$ cat src/include/emb_defines.svh
/*
 * Register offsets, field positions, reset values and timing counts of
 * the external memory bus block. Assumes a 32-bit APB slave at byte
 * addresses and a 200 MHz pclk.
 */
// How it works
// - byte select table write drives the latch byte on both bus halves
// - byte select mode strobes the high write line, low line unused
// - byte select picks byte by pointer bit 0 on byte line or selects
// - 8-bit width runs multiplexed, data on the low eight lines
// - 8-bit fetch takes two bytes in one cycle, half each
// - latch strobe marks sixteen address bits valid on the bus
// - read enable takes one byte, byte line toggles, second byte read
// - chip enable low on every access, high during sleep
// - 8-bit table write sets byte line to pointer bit 0
// - slower run clock stretches bus cycles, bus keeps working
// - sleep or idle stops the bus and freezes the pins
// - in sleep only chip enable and byte selects change, to high
// - bus control register absent on small pin-count variants
// - bus disable returns pins to port use when running internally, except in microprocessor mode
// - wait field adds zero to three cycles after table operations
// - write mode bits pick byte write, word write or byte select
`ifndef EMB_DEFINES_SVH
`define EMB_DEFINES_SVH

`define EMB_OFF_CTRL 12'h000
`define EMB_OFF_CFG 12'h004
`define EMB_OFF_PTR 12'h008
`define EMB_OFF_LATCH 12'h00c
`define EMB_OFF_CMD 12'h010
`define EMB_OFF_RDATA 12'h014

`define EMB_CTRL_DIS 7
`define EMB_CTRL_WAIT 5:4
`define EMB_CTRL_WM 1:0
`define EMB_CTRL_RST 8'h30
`define EMB_CTRL_MASK 8'hb3

`define EMB_CFG_WAITEN 7
`define EMB_CFG_WIDTH 6
`define EMB_CFG_ABW 5:4
`define EMB_CFG_PM 1:0
`define EMB_CFG_RST 8'hc0
`define EMB_CFG_MASK 8'hf3

`define EMB_WM_BYTE_WR 2'h0
`define EMB_WM_WORD_WR 2'h1
`define EMB_WM_BYTE_SEL 2'h2
`define EMB_PM_MICROCTRL 2'h3
`define EMB_PM_MICROPROC 2'h0

`define EMB_OP_FETCH 2'h1
`define EMB_OP_TABLE_RD 2'h2
`define EMB_OP_TABLE_WR 2'h3

`define EMB_TCY_NS 20
`define EMB_CLK_NS 5
`define EMB_TCY_CLKS (`EMB_TCY_NS / `EMB_CLK_NS)

`endif

$ cat src/include/emb_pkg.sv
/*
 * Types of the external memory bus block.
 * Assumes emb_defines.svh for all numeric constants.
 */
package emb_pkg;
	typedef enum logic [2:0] {
		EMB_IDLE = 3'h0,
		EMB_ADDR = 3'h1,
		EMB_RD_LO = 3'h2,
		EMB_RD_HI = 3'h3,
		EMB_WR = 3'h4,
		EMB_WAITST = 3'h5
	} emb_state_t;
endpackage : emb_pkg

$ cat src/emb_bus.sv
/*
 * External memory bus master with byte select and 8-bit multiplexed
 * modes, software driven over APB. Assumes pins are resolved outside
 * (output enables active low) and that sleep and slow-run inputs are
 * synchronous to pclk.
 */
// The register offsets and register access over APB are this design's own decisions.
`timescale 1ns/1ps
`default_nettype none
`include "emb_defines.svh"

module emb_bus
	import emb_pkg::*;
#(
	parameter int TCY_CLKS = `EMB_TCY_CLKS,
	parameter bit HAS_BUS_CTRL = 1'b1
) (
	input wire logic pclk,
	input wire logic presetn,
	input wire logic psel,
	input wire logic penable,
	input wire logic pwrite,
	input wire logic [11:0] paddr,
	input wire logic [31:0] pwdata,
	output logic [31:0] prdata,
	output logic pready,
	output logic pslverr,
	input wire logic sleep_idle,
	input wire logic exec_internal,
	input wire logic [3:0] run_div,
	input wire logic [15:0] ad_i,
	output logic [15:0] ad_o,
	output logic ad_oe_n,
	output logic [3:0] addr_hi_o,
	output logic ale,
	output logic oe_n,
	output logic high_write_strobe_n,
	output logic low_write_strobe_n,
	output logic chip_enable_n,
	output logic upper_byte_select_n,
	output logic lower_byte_select_n,
	output logic byte_address_line,
	output logic pins_as_io
);

	if (TCY_CLKS < 2 || TCY_CLKS % 2 != 0 || TCY_CLKS > 32) begin : g_tcy
		$error("emb_bus: TCY_CLKS must be even, 2..32");
	end

	localparam logic [4:0] HALF_LAST = 5'(TCY_CLKS / 2 - 1);

	logic [7:0] ctrl_ff;
	logic [7:0] cfg_ff;
	logic [20:0] table_pointer_ff;
	logic [7:0] table_latch_byte_ff;
	logic [7:0] hold_latch_ff;
	logic [15:0] rdata_ff;
	logic [1:0] op_ff;
	emb_state_t state_ff;
	emb_state_t nxt_state;
	logic [3:0] div_ff;
	logic [4:0] half_ff;
	logic [2:0] wait_ff;
	logic tick;
	logic phase_end;
	logic wr_en;
	logic rd_en;
	logic start;
	logic [1:0] wm;
	logic bw16;
	logic ptr0;
	logic [7:0] ctrl_view;

	function automatic logic hit(input logic [11:0] a, input logic [11:0] o);
		hit = (a == o);
	endfunction : hit

	assign wr_en = psel && penable && pwrite;
	assign rd_en = psel && penable && !pwrite;
	assign pready = 1'b1;
	assign pslverr = psel && penable && !(hit(paddr, `EMB_OFF_CTRL)
		|| hit(paddr, `EMB_OFF_CFG) || hit(paddr, `EMB_OFF_PTR)
		|| hit(paddr, `EMB_OFF_LATCH) || hit(paddr, `EMB_OFF_CMD)
		|| hit(paddr, `EMB_OFF_RDATA));

	// small-package variant: register absent, reads zero, fixed reset value
	assign ctrl_view = HAS_BUS_CTRL ? ctrl_ff : 8'h00;
	assign wm = ctrl_ff[`EMB_CTRL_WM];
	assign bw16 = cfg_ff[`EMB_CFG_WIDTH];
	assign ptr0 = table_pointer_ff[0];

	// a bus in microcontroller mode never runs; busy commands are dropped
	assign start = wr_en && hit(paddr, `EMB_OFF_CMD) && state_ff == EMB_IDLE
		&& pwdata[1:0] != 2'h0
		&& cfg_ff[`EMB_CFG_PM] != `EMB_PM_MICROCTRL;

	always_ff @(posedge pclk or negedge presetn) begin
		if (!presetn) begin
			ctrl_ff <= `EMB_CTRL_RST;
		end else if (HAS_BUS_CTRL && wr_en && hit(paddr, `EMB_OFF_CTRL)
			&& cfg_ff[`EMB_CFG_PM] != `EMB_PM_MICROCTRL) begin
			ctrl_ff <= pwdata[7:0] & `EMB_CTRL_MASK;
		end
	end

	always_ff @(posedge pclk or negedge presetn) begin
		if (!presetn) begin
			cfg_ff <= `EMB_CFG_RST;
		end else if (wr_en && hit(paddr, `EMB_OFF_CFG)) begin
			cfg_ff <= pwdata[7:0] & `EMB_CFG_MASK;
		end
	end

	always_ff @(posedge pclk or negedge presetn) begin
		if (!presetn) begin
			table_pointer_ff <= 21'h000000;
		end else if (wr_en && hit(paddr, `EMB_OFF_PTR)) begin
			table_pointer_ff <= pwdata[20:0];
		end
	end

	// a table read landing in the same cycle as a software write wins
	always_ff @(posedge pclk or negedge presetn) begin
		if (!presetn) begin
			table_latch_byte_ff <= 8'h00;
		end else if (!sleep_idle && tick && phase_end
			&& state_ff == EMB_RD_LO && op_ff == `EMB_OP_TABLE_RD) begin
			table_latch_byte_ff <= (bw16 && ptr0) ? ad_i[15:8] : ad_i[7:0];
		end else if (wr_en && hit(paddr, `EMB_OFF_LATCH)) begin
			table_latch_byte_ff <= pwdata[7:0];
		end
	end

	always_ff @(posedge pclk or negedge presetn) begin
		if (!presetn) begin
			op_ff <= 2'h0;
		end else if (start) begin
			op_ff <= pwdata[1:0];
		end
	end

	// even word-write address parks the byte for the odd partner
	always_ff @(posedge pclk or negedge presetn) begin
		if (!presetn) begin
			hold_latch_ff <= 8'h00;
		end else if (start && pwdata[1:0] == `EMB_OP_TABLE_WR && bw16
			&& wm == `EMB_WM_WORD_WR && !ptr0) begin
			hold_latch_ff <= table_latch_byte_ff;
		end
	end

	always_ff @(posedge pclk or negedge presetn) begin
		if (!presetn) begin
			rdata_ff <= 16'h0000;
		end else if (!sleep_idle && tick && phase_end) begin
			if (state_ff == EMB_RD_LO)
				rdata_ff <= bw16 ? ad_i : {rdata_ff[15:8], ad_i[7:0]};
			else if (state_ff == EMB_RD_HI)
				rdata_ff <= {ad_i[7:0], rdata_ff[7:0]};
		end
	end

	// slower run clocks stretch every phase by the divider ratio
	always_ff @(posedge pclk or negedge presetn) begin
		if (!presetn) begin
			div_ff <= 4'h0;
		end else if (start) begin
			// phases start whole, whatever the divider was doing
			div_ff <= 4'h0;
		end else if (!sleep_idle) begin
			div_ff <= (div_ff >= run_div) ? 4'h0 : div_ff + 4'h1;
		end
	end
	assign tick = (div_ff >= run_div);
	assign phase_end = (half_ff == HALF_LAST);

	always_ff @(posedge pclk or negedge presetn) begin
		if (!presetn) begin
			half_ff <= 5'h00;
		end else if (start) begin
			half_ff <= 5'h00;
		end else if (!sleep_idle && tick) begin
			half_ff <= phase_end ? 5'h00 : half_ff + 5'h01;
		end
	end

	always_comb begin
		nxt_state = state_ff;
		unique case (state_ff)
			EMB_IDLE: begin
				if (start)
					nxt_state = EMB_ADDR;
			end
			EMB_ADDR: begin
				nxt_state = (op_ff == `EMB_OP_TABLE_WR) ? EMB_WR : EMB_RD_LO;
			end
			EMB_RD_LO: begin
				if (op_ff == `EMB_OP_FETCH && !bw16)
					nxt_state = EMB_RD_HI;
				else if (op_ff != `EMB_OP_FETCH
					&& cfg_ff[`EMB_CFG_WAITEN] && ctrl_ff[`EMB_CTRL_WAIT] != 2'h0)
					nxt_state = EMB_WAITST;
				else
					nxt_state = EMB_IDLE;
			end
			EMB_RD_HI: begin
				nxt_state = EMB_IDLE;
			end
			EMB_WR: begin
				if (cfg_ff[`EMB_CFG_WAITEN] && ctrl_ff[`EMB_CTRL_WAIT] != 2'h0)
					nxt_state = EMB_WAITST;
				else
					nxt_state = EMB_IDLE;
			end
			EMB_WAITST: begin
				if (wait_ff == 3'h1)
					nxt_state = EMB_IDLE;
			end
			default: nxt_state = EMB_IDLE;
		endcase
	end

	always_ff @(posedge pclk or negedge presetn) begin
		if (!presetn) begin
			state_ff <= EMB_IDLE;
		end else if (start) begin
			state_ff <= EMB_ADDR;
		end else if (!sleep_idle && tick && phase_end) begin
			state_ff <= nxt_state;
		end
	end

	// wait counts whole cycles, two half phases each
	always_ff @(posedge pclk or negedge presetn) begin
		if (!presetn) begin
			wait_ff <= 3'h0;
		end else if (!sleep_idle && tick && phase_end) begin
			if (state_ff != EMB_WAITST)
				wait_ff <= {ctrl_ff[`EMB_CTRL_WAIT], 1'b0};
			else
				wait_ff <= wait_ff - 3'h1;
		end
	end

	// pins are re-decoded every clock outside sleep so wake-up restores them at once
	always_ff @(posedge pclk or negedge presetn) begin
		if (!presetn) begin
			ad_o <= 16'h0000;
			ad_oe_n <= 1'b1;
			addr_hi_o <= 4'h0;
			ale <= 1'b0;
			oe_n <= 1'b1;
			high_write_strobe_n <= 1'b1;
			low_write_strobe_n <= 1'b1;
			chip_enable_n <= 1'b1;
			upper_byte_select_n <= 1'b1;
			lower_byte_select_n <= 1'b1;
			byte_address_line <= 1'b0;
		end else if (sleep_idle) begin
			chip_enable_n <= 1'b1;
			upper_byte_select_n <= 1'b1;
			lower_byte_select_n <= 1'b1;
		end else begin
			ale <= 1'b0;
			oe_n <= 1'b1;
			high_write_strobe_n <= 1'b1;
			low_write_strobe_n <= 1'b1;
			chip_enable_n <= (state_ff == EMB_IDLE);
			upper_byte_select_n <= (state_ff == EMB_IDLE);
			lower_byte_select_n <= (state_ff == EMB_IDLE);
			unique case (state_ff)
				EMB_IDLE: begin
					ad_oe_n <= 1'b1;
					byte_address_line <= 1'b0;
				end
				EMB_ADDR: begin
					ale <= 1'b1;
					ad_oe_n <= 1'b0;
					addr_hi_o <= table_pointer_ff[20:17];
					ad_o <= (op_ff == `EMB_OP_FETCH)
						? {table_pointer_ff[16:2], 1'b0}
						: table_pointer_ff[16:1];
					byte_address_line <= (op_ff == `EMB_OP_FETCH) ? 1'b0 : ptr0;
				end
				EMB_RD_LO: begin
					ad_oe_n <= 1'b1;
					if (!bw16)
						ad_o <= {table_pointer_ff[16:9], 8'h00};
					oe_n <= 1'b0;
					byte_address_line <= (op_ff == `EMB_OP_FETCH) ? 1'b0 : ptr0;
				end
				EMB_RD_HI: begin
					ad_oe_n <= 1'b1;
					oe_n <= 1'b0;
					byte_address_line <= 1'b1;
				end
				EMB_WR: begin
					ad_oe_n <= 1'b0;
					byte_address_line <= ptr0;
					if (!bw16) begin
						ad_o <= {table_pointer_ff[16:9], table_latch_byte_ff};
						low_write_strobe_n <= 1'b0;
					end else if (wm == `EMB_WM_BYTE_SEL) begin
						ad_o <= {table_latch_byte_ff, table_latch_byte_ff};
						high_write_strobe_n <= 1'b0;
						upper_byte_select_n <= !ptr0;
						lower_byte_select_n <= ptr0;
					end else if (wm == `EMB_WM_WORD_WR) begin
						ad_oe_n <= !ptr0;
						ad_o <= {table_latch_byte_ff, hold_latch_ff};
						high_write_strobe_n <= !ptr0;
					end else begin
						ad_o <= {table_latch_byte_ff, table_latch_byte_ff};
						high_write_strobe_n <= !ptr0;
						low_write_strobe_n <= ptr0;
					end
				end
				EMB_WAITST: begin
					ad_oe_n <= 1'b1;
				end
				default: ad_oe_n <= 1'b1;
			endcase
		end
	end

	// port function always in microcontroller mode, never in microprocessor mode, otherwise only while idle, running internally and disabled
	always_ff @(posedge pclk or negedge presetn) begin
		if (!presetn) begin
			pins_as_io <= 1'b0;
		end else begin
			pins_as_io <= cfg_ff[`EMB_CFG_PM] == `EMB_PM_MICROCTRL
				|| (cfg_ff[`EMB_CFG_PM] != `EMB_PM_MICROPROC
				&& ctrl_view[`EMB_CTRL_DIS] && exec_internal
				&& state_ff == EMB_IDLE);
		end
	end

	always_comb begin
		prdata = 32'h00000000;
		if (rd_en) begin
			if (hit(paddr, `EMB_OFF_CTRL))
				prdata = {24'h000000, ctrl_view};
			else if (hit(paddr, `EMB_OFF_CFG))
				prdata = {24'h000000, cfg_ff};
			else if (hit(paddr, `EMB_OFF_PTR))
				prdata = {11'h000, table_pointer_ff};
			else if (hit(paddr, `EMB_OFF_LATCH))
				prdata = {24'h000000, table_latch_byte_ff};
			else if (hit(paddr, `EMB_OFF_CMD))
				prdata = {30'h00000000, pins_as_io, state_ff != EMB_IDLE};
			else if (hit(paddr, `EMB_OFF_RDATA))
				prdata = {16'h0000, rdata_ff};
		end
	end

endmodule : emb_bus
`default_nettype wire

$ cat config.mk
export PLATFORM = sky130hd
export DESIGN_NAME = emb_bus
export DESIGN_NICKNAME = d
export VERILOG_FILES = /design/src/include/emb_pkg.sv /design/src/emb_bus.sv
export VERILOG_INCLUDE_DIRS = /design/src /design/src/include
export SDC_FILE = /design/constraint.sdc
export NUM_CORES = 1
export LEC_CHECK = 0
export BUFFER_PORTS_ARGS = -buffer_cell sky130_fd_sc_hd__buf_4
export CORE_MARGIN = 5
export CORE_UTILIZATION = 50
export CTS_BUF_LIST = sky130_fd_sc_hd__clkbuf_2 sky130_fd_sc_hd__clkbuf_4 sky130_fd_sc_hd__clkbuf_8
export DETAILED_ROUTE_END_ITERATION = 16
export GPL_ROUTABILITY_DRIVEN = 0
export PLACE_DENSITY = 0.83
export RECOVER_POWER = 100
export REMOVE_ABC_BUFFERS = 1
export SKIP_CTS_REPAIR_TIMING = 1
export SYNTH_ARGS = -nofsm -noshare
export SYNTH_HDL_FRONTEND = slang
export SYNTH_SLANG_ARGS = --single-unit
$ cat constraint.sdc
create_clock -name pclk -period 2.2 [get_ports pclk]
set_input_delay 0.22 -clock pclk [delete_from_list [all_inputs] [get_ports pclk]]
set_output_delay 0.22 -clock pclk [all_outputs]
set_load 0.02 [all_outputs]
* Word-level counts from Yosys, hierarchy flattened
Index checks and enable logic that the tools add are counted.
Storage, ports and cells: output and inout port bits 64, input port bits 71, logic and storage cells 174, register bits after elaboration 111
Operators by class: reductions and logical operators 60, order comparisons 1, add/subtract/negate cells 3, mux-type cells 58, equal/unequal tests 27, bitwise logic cells 1
Operator list (count):
- 2-to-1 mux 16 bit | 8
- 2-to-1 mux 21 bit | 4
- one-hot mux 16 bit (3 select lines) | 1
- 2-to-1 mux 8 bit | 5
- logical AND 1 bit | 29
- equality test 12 x 4 -> 1 bit, second input constant | 2
- equality test 12 x 5 -> 1 bit, second input constant | 2
- 2-to-1 mux 3 bit | 8
- 2-to-1 mux 1 bit | 23
- 2-to-1 mux 5 bit | 3
- one-hot mux 3 bit (5 select lines) | 1
- nonzero test 2 bit | 7
- equality test 12 x 3 -> 1 bit, second input constant | 1
- logical NOT 12 bit | 1
- 2-to-1 mux 4 bit | 3
- equality test 2 bit, second input constant | 5
- AND reduction 3 bit | 3
- inequality test 2 bit, second input constant | 4
- equality test 3 x 1 -> 1 bit, second input constant | 2
- equality test 3 x 2 -> 1 bit, second input constant | 2
- equality test 3 bit, second input constant | 2
- logical OR 1 bit | 6
- inequality test 3 bit, second input constant | 2
- AND reduction 2 bit | 3
- other kinds (15) | 23

* Logic depth before layout (Yosys ltp)
Gate-level depths: netlist of the first run.
depth after elaboration 10, depth in mapped cells 8, gate-level depth less buffers 7

* Least setup slack after synthesis of the first run
OpenSTA, ideal clock, no wires.
path type input port to output port, start in paddr[2], end out prdata[6], path slack -287 ps, data arrival time 2267 ps, buffers on the path 2, stages on the path 6, required time 1980 ps, path through buf_2 nor4b_1 and4_1 buf_2 a21oi_1 a2111oi_0
On the way: word-level cells in the longest chain between the ends 8, elaborated cells between the ends (all ways) 13, classes of those cells eq/ne (5); mux (7); reduce/logical (1)
RTL lines:
- start, declared | line emb_bus.sv:23 | input wire logic [11:0] paddr,
- equality test 12 x 5 -> 1 bit | line emb_bus.sv:75 | hit = (a == o);
- 2-to-1 mux 16 bit | line emb_bus.sv:351 | else if (hit(paddr, `EMB_OFF_RDATA))
- 2-to-1 mux 16 bit | line emb_bus.sv:349 | else if (hit(paddr, `EMB_OFF_CMD))
- 2-to-1 mux 16 bit | line emb_bus.sv:347 | else if (hit(paddr, `EMB_OFF_LATCH))
- 2-to-1 mux 21 bit | line emb_bus.sv:345 | else if (hit(paddr, `EMB_OFF_PTR))
- 2-to-1 mux 21 bit | line emb_bus.sv:343 | else if (hit(paddr, `EMB_OFF_CFG))
- 2-to-1 mux 21 bit * | line emb_bus.sv:341 | if (hit(paddr, `EMB_OFF_CTRL))
- 2-to-1 mux 21 bit * | line emb_bus.sv:340 | if (rd_en) begin
- end, declared | line emb_bus.sv:25 | output logic [31:0] prdata,
Mark *: on every way between the ends. The rest lies on a longest branch, timed or not.

* Worst setup path in the final report of the first run
start reg state_ff[0], end out prdata[0]
On the way: word-level cells in the longest chain between the ends 7
RTL lines:
- start, declared | line emb_bus.sv:59 | emb_state_t state_ff;
- start signal, assigned | line emb_bus.sv:229 | state_ff <= nxt_state;
- nonzero test 3 bit | line emb_bus.sv:350 | prdata = {30'h00000000, pins_as_io, state_ff != EMB_IDLE};
- 2-to-1 mux 16 bit | line emb_bus.sv:349
- 2-to-1 mux 16 bit | line emb_bus.sv:347
- 2-to-1 mux 21 bit | line emb_bus.sv:345
- 2-to-1 mux 21 bit | line emb_bus.sv:343
- 2-to-1 mux 21 bit | line emb_bus.sv:341
- 2-to-1 mux 21 bit | line emb_bus.sv:340
No other way between the ends.

==> results of run 1 <==
synthesized netlist by cell type, drive strengths merged (2+ instances only):
master	count	area [um2]
dfrtp	100	2500
nor2	65	262
mux2	54	608
mux2i	53	531
o21ai	46	234
nand2	43	161
a21oi	27	135
buf	26	158
nor3	14	75.1
clkbuf	12	45.0
inv	12	45.0
dfstp	11	289
nand3	10	55.1
a22oi	9	67.6
ha	9	113
and3	7	43.8
nand2b	7	51.3
or3	6	37.5
nand4	5	37.5
a211oi	4	30.0
nor2b	4	25.0
nor4	4	55.1
a21o	3	22.5
nand3b	3	22.5
nor3b	3	27.5
nor4b	3	32.5
o22ai	3	18.8
o2bb2ai	3	26.3
or4	3	22.5
xnor2	3	26.3
xor2	3	26.3
a2bb2oi	2	17.5
a31oi	2	12.5
conb	2	7.51
o41ai	2	17.5
power groups by stage:
stage | logic [W] | clock network [W] | registers [W]
global route | 0.000812 | 0.00149 | 0.00224
CTS | 0.000721 | 0.00141 | 0.00222
floorplan | 0.000389 | 0 | 0.00224
detailed placement | 0.000714 | 0 | 0.00226
global placement | 0.000665 | 0 | 0.00225
finish | 0.000712 | 0.00140 | 0.00222
routing by layer:
metal  part of all wire [%]  GRT usage, %  vias up
li1                       -             -     2324
met1                     42          31.2     2476
met2                     48          36.8      226
met3                    7.1          4.24       34
met4                    2.8          8.95        0
met5                      0             0        -
area by class of cell:
type	count	area share, %
multi-input combinational	428	41.8
sequential	111	38.7
clock buffer	13	2.22
timing repair buffer	152	13.2
tap	147	2.55
clock inverter	3	0.953
inverter	13	0.676
worst max-delay path by stage:
stage	to	slack, ns
2_1_floorplan	ad_o[0]	-0.51
3_3_place_gp	prdata[6]	0.08
3_5_place_dp	prdata[6]	-0.01
4_1_cts	prdata[6]	-0.04
5_1_grt	ad_o[0]	0.005
6_report	prdata[0]	0.09
sequential cells by signal (all words and copies together), names as in the netlist, 2 cells and up:
register and flops:
ad_o 16, addr_hi_o 4, cfg_ff 6, ctrl_ff 5
div_ff 4, half_ff 5, hold_latch_ff 8, op_ff 2
rdata_ff 16, state_ff 3, table_latch_byte_ff 8, table_pointer_ff 21
wait_ff 3
per-stage QoR:
step | utilization [%] | worst slack (ns) | instance area [um2] | cells
final | 60.6 | 0.0863 | 7220 | 867
after CTS | 62.1 | -0.0354 | 7400 | 866
after global placement | 60.2 | 0.0760 | 7170 | 850
after detailed placement | 60.2 | -0.00989 | 7170 | 850
after floorplan | - | -0.507 | 5840 | 552
after global routing | 60.6 | 0.00499 | 7220 | 867
kinds of logic after synthesis:
family	after synthesis	share of synthesized area, %
AOI/OAI and AO/OA	111	11.2
xor gates and xnor gates	6	0.876
adders and majority gates	10	2.04
buffers and inverters	51	4.19
DFF	111	46.5
muxes	108	19.3
other	2	0.125
and+or+nand+nor	181	15.8
cells in the final DEF (no fill, tap or decap), types with 3 or more instances in the layout:
cell / n
dfstp_2: 6
o21ai_0: 44
inv_1: 12
ha_1: 9
a21oi_1: 27
clkbuf_1: 41
clkbuf_4: 6
mux2i_1: 53
nand3b_1: 3
or4_1: 3
nor2b_1: 4
a21o_1: 3
nor3_1: 11
nor2_1: 63
o2bb2ai_1: 3
xnor2_1: 3
xor2_1: 3
or3_1: 6
dfstp_1: 5
nand2b_1: 7
dfrtp_1: 99
nand3_1: 8
clkbuf_2: 16
and3_1: 7
clkbuf_8: 10
nand4_1: 4
a22oi_1: 9
o22ai_1: 3
conb_1: 12
mux2_2: 54
nor3_2: 3
buf_4: 91
a211oi_1: 4
nand2_1: 43
==> qor.yml, run 1 <==
status:
  run_status: "finished, final reports clean"
power_and_ir_drop:
  p_per_area_mw_per_mm2: 601
  totalPowerFinal_w: 0.00434
  ir_worst_vdd_uv: 370
  leakagePower_nw: 3.43
  clock_power_share_pct: 32.4
  p_sw_w: 0.00119
  comb_power_share_pct: 16.4
  power.internal_w: 0.00315
  p_sw_share_pct: 27.5
  seqPwrFrac_pct: 51.2
timing:
  hold_violations: 0
  worst_slew_pin_slew_ns: 0.824
  holdWs_ns: 0.0650
  finalCritPeriodShare_pct: 96.1
  skew_ns: 0.00879
  rsz0062_at_grt: "false"
  setup_viol: 0
  setup_tns_ns: 0
  max_freq_mhz: 473
  fin_crit_ns: 2.11
  drv_slew: 0
  relSlewSlack_pct: 45.1
clock_network:
  cts.sinks: 111
  clk_pin_slew_ns: 0.10
  htreeDepth: 3
  clockBufferDepth: 2
  cts_made_buffers: 9
  clkLatencyLatePin_ns: 0.38
  cts.root.buffer_cell: "clkbuf_8"
  tritoncts: "built"
logic_synthesis:
  ys_ff_latch: 111
  synth_cell_types: 65
  synthCells: 580
  yosys_warnings: 0
  yosysSeqAreaShare_pct: 46.5
  synthArstFlopShare_pct: 100
  synth_top_flop_cell: "dfrtp_1"
  syn_avg_cell_area_um2: 10.3
  synth_edf_count: 0
  syn_area_mm2: 0.00600
setup_path:
  crit_family: "flip-flops"
  path_class: "reg2out"
  crit_path_top_delay_cell: "dfrtp_2"
  regToRegStartpoint: "div_ff[0]"
  crit_chain: "nor3_2, buf_4, nor2_1, a21oi_1, o32a_1, nor2_1, buf_4"
  path_depth: 7
  worstPathArrival_ns: 1.89
  ff2ff_path_depth: 9
  worstPathRequired_ns: 1.98
  reg2reg_to: "table_latch_byte_ff[5]"
  r2r_setup_slack_ns: 0.15
  crit_start: "state_ff[0]"
  cp_num_buf_inv: 2
  worst_setup_path_end_kind: "output port"
  path_max_fanout: 10
  max_stage_delay_ns: 0.50
  start_kind: "flip-flop"
floorplanning:
  initial_core_util_pct: 50.4
  io_pins: 135
  die_area_mm2: 0.0143
  die_height_um: 120
  die_x_um: 120
  rows: 40
  core_area_mm2: 0.0119
global_routing:
  grt_antenna_before_repair: 0
  grt_max_degree: 51
  overflow: 0
  grt_usage_pct: 23.0
  grt_pass1_wl_mm: 26.4
  grt_pass1_vias: 5156
routing:
  routedWlPerCell_um: 18.7
  vias: 5060
  wl_mm: 16.2
  via_per_inst: 5.84
  drtPass1Iterations: 5
  route.detailed.drc: 0
  detail-route-antenna-nets: 0
  drt_iter0_drc: 317
place:
  io_buffers: 111
  dp_hpwl_mm: 12.3
min_path:
  hp-start: "pwdata[15]"
  worst_hold_path.endpoint: "table_pointer_ff[15]"
  min_path_cells: 2
  hold_class: "in2reg"
layout:
  fillers: 975
  multi_input_comb_area_mm2: 0.00302
  drive_gt1_share_pct: 28.7
  antenna_cells: 0
  nets: 795
  area_delta_synth_final_pct: 20.3
  seq_area_mm2: 0.00279
run:
  cap_violations: 0
Note: power is estimated with default switching activity, not from simulation.
==> inputs of run 2 (changes only) <==
==> constraint.sdc (replaced) <==
create_clock -name pclk -period 2.2 [get_ports pclk]
set_input_delay 0.66 -clock pclk [delete_from_list [all_inputs] [get_ports pclk]]
set_output_delay 0.66 -clock pclk [all_outputs]
set_load 0.02 [all_outputs]
==> run 2 against run 1 <==
The flow now finishes with violations (setup timing). Design area is 7.5% higher. Combinational power up 13%. Non-clock buffer count grew 36. Critical endpoint is now prdata[5].
==> qor.yml, run 2 (synthesis gave the netlist of run 1 again) <==
setup_path:
  ff2ff_path_depth: 5
  path_class: "in2out"
  r2r_setup_slack_ns: 0
  worstPathArrival_ns: 2.28
  crit_end: "prdata[5]"
  crit_path_top_delay_cell: "nor3_2"
  reg2reg_to: "addr_hi_o[0]"
  crit_top_cell: "buf_4"
  regToRegStartpoint: "state_ff[0]"
  path_max_fanout: 4
  start_kind: "input pin"
  max_stage_delay_ns: 0.31
  crit_start: "paddr[1]"
  cp_num_buf_inv: 3
  worstPathRequired_ns: 1.54
  path_depth: 8
  crit_chain: "buf_4, nor3_2, buf_4, nand4_1, o2bb2ai_1, o21ai_1, a21oi_2, buf_4"
  crit_family: "compound AO/OA/AOI/OAI gates"
  worst_setup_path_end_kind: "output port"
layout:
  regMostFlops: "table_pointer_ff"
  layout.cells.most_common_list: "buf_4 (131), dfrtp_1 (100), nor2_1 (58)"
  area_delta_synth_final_pct: 29.3
  final_area_mm2: 0.00776
  nets: 831
  antenna_cells: 0
  fin_util_pct: 65.1
  fillers: 871
  drive_gt1_share_pct: 37.0
  reg_top3: "table_pointer_ff x21, ad_o x16, rdata_ff x16"
  layout_commonest_cell: "buf_4"
  largest_reg_flops: 21
min_path:
  hold_class: "reg2reg"
timing:
  skew_ns: 0.0148
  finalCritPeriodShare_pct: 134
  hold_violations: 0
  drv_slew: 0
  final.setup.worst_slack_ns: -0.739
  rsz0062_at_grt: "true"
  setup_viol: 30
  fin_crit_ns: 2.94
  worst_slew_pin_slew_ns: 1.27
  max_freq_mhz: 340
  relSlewSlack_pct: 15.0
global_routing:
  grt_antenna_before_repair: 0
  grt_pass1_vias: 5497
  grt_usage_pct: 24.2
  grt_max_degree: 54
  overflow: 0
  grt_pass1_wl_mm: 27.7
clock_network:
  tritoncts: "built"
  clk_pin_slew_ns: 0.10
  cts.root.buffer_cell: "clkbuf_8"
  htreeDepth: 3
  cts_made_buffers: 9
  cts.sinks: 111
  clkLatencyLatePin_ns: 0.39
  clockBufferDepth: 2
power_and_ir_drop:
  ir_worst_vdd_uv: 362
  p_per_area_mw_per_mm2: 551
  leakagePower_nw: 3.64
  totalPowerFinal_w: 0.00427
place:
  io_buffers: 111
  place_area_mm2: 0.00744
  dp_hpwl_mm: 13.0
routing:
  route.detailed.drc: 0
  detail-route-antenna-nets: 0
  wl_mm: 17.8
  routedWlPerCell_um: 19.7
  via_per_inst: 5.91
  drtPass1Iterations: 5
  drt_iter0_drc: 354
  vias: 5334
floorplanning:
  rows: 40
  initial_core_util_pct: 50.4
  die_height_um: 120
  die_x_um: 120
  core_area_mm2: 0.0119
  die_area_mm2: 0.0143
  io_pins: 135
status:
  failed_checks: "setup timing"
  run_status: "finished, violations left"
run:
  cap_violations: 0
[run 2: cell count changes in the layout (fill, tap and decap cells not counted), moves of 6 or more]
cell,previous run,this run
o21ai_0,44,36
buf_6,0,15
clkbuf_2,16,3
clkbuf_1,41,34
o21ai_1,0,6
buf_4,91,131
[run 2: worst register-to-register path, cell delays in order (launching register included)]
cell,delay [ns]
dfrtp_1,0.36
clkbuf_1,0.58
nand2b_1,0.28
nor3_1,0.19
clkbuf_1,0.31
mux2_2,0.38
[run 2: area by class of cell]
cell class	count	area [um2]	area share, %
multi-input cells	428	3200	41.2
flip-flops and latches	111	2790	36.0
repair buffers	188	1340	17.3
well taps	147	184	2.37
clock buffers	9	124	1.60
clock inverters	7	71.3	0.919
inverters	13	48.8	0.629
[run 2: how the worst min path moves through the flow]
stage	to	cells after the start	start
after floorplan	ad_o[0]	0	presetn
after global placement	ad_o[7]	2	ad_o[7]
after detailed placement	rdata_ff[13]	2	rdata_ff[13]
after CTS	table_pointer_ff[16]	1	presetn
after global routing	table_pointer_ff[15]	2	pwdata[15]
final	ad_o[0]	2	ad_o[0]
[run 2: stage by stage]
step,setup slack (ns),TNS (ns),hold WS [ns],instances
floorplan,-1.25,-32.93,0.364,552
global placement,-0.707,-26.16,0.468,883
detailed placement,-0.780,-30.80,0.471,883
CTS,-0.802,-13.92,0.174,899
global route,-0.791,-17.59,0.490,903
finish,-0.739,-12.38,0.487,903
[run 2: where the power goes]
group | total (W) | internal [W] | leakage [nW] | switching [W]
combinational | 0.000806 | 0.000376 | 2.06 | 0.000429
clock | 0.00124 | 0.000526 | 0.0916 | 0.000716
sequential | 0.00223 | 0.00213 | 1.49 | 0.0000966
total | 0.00427 | 0.00303 | 3.64 | 0.00124
[run 2: per-layer routing]
| metal | vias up | routed length (um) | GRT usage (%) |
|---|---|---|---|
| met5 | - | 0 | 0 |
| met4 | 0 | 618 | 11.8 |
| met3 | 51 | 1140 | 3.30 |
| met2 | 256 | 8820 | 40.1 |
| met1 | 2624 | 7180 | 31.4 |
| li1 | 2403 | - | - |
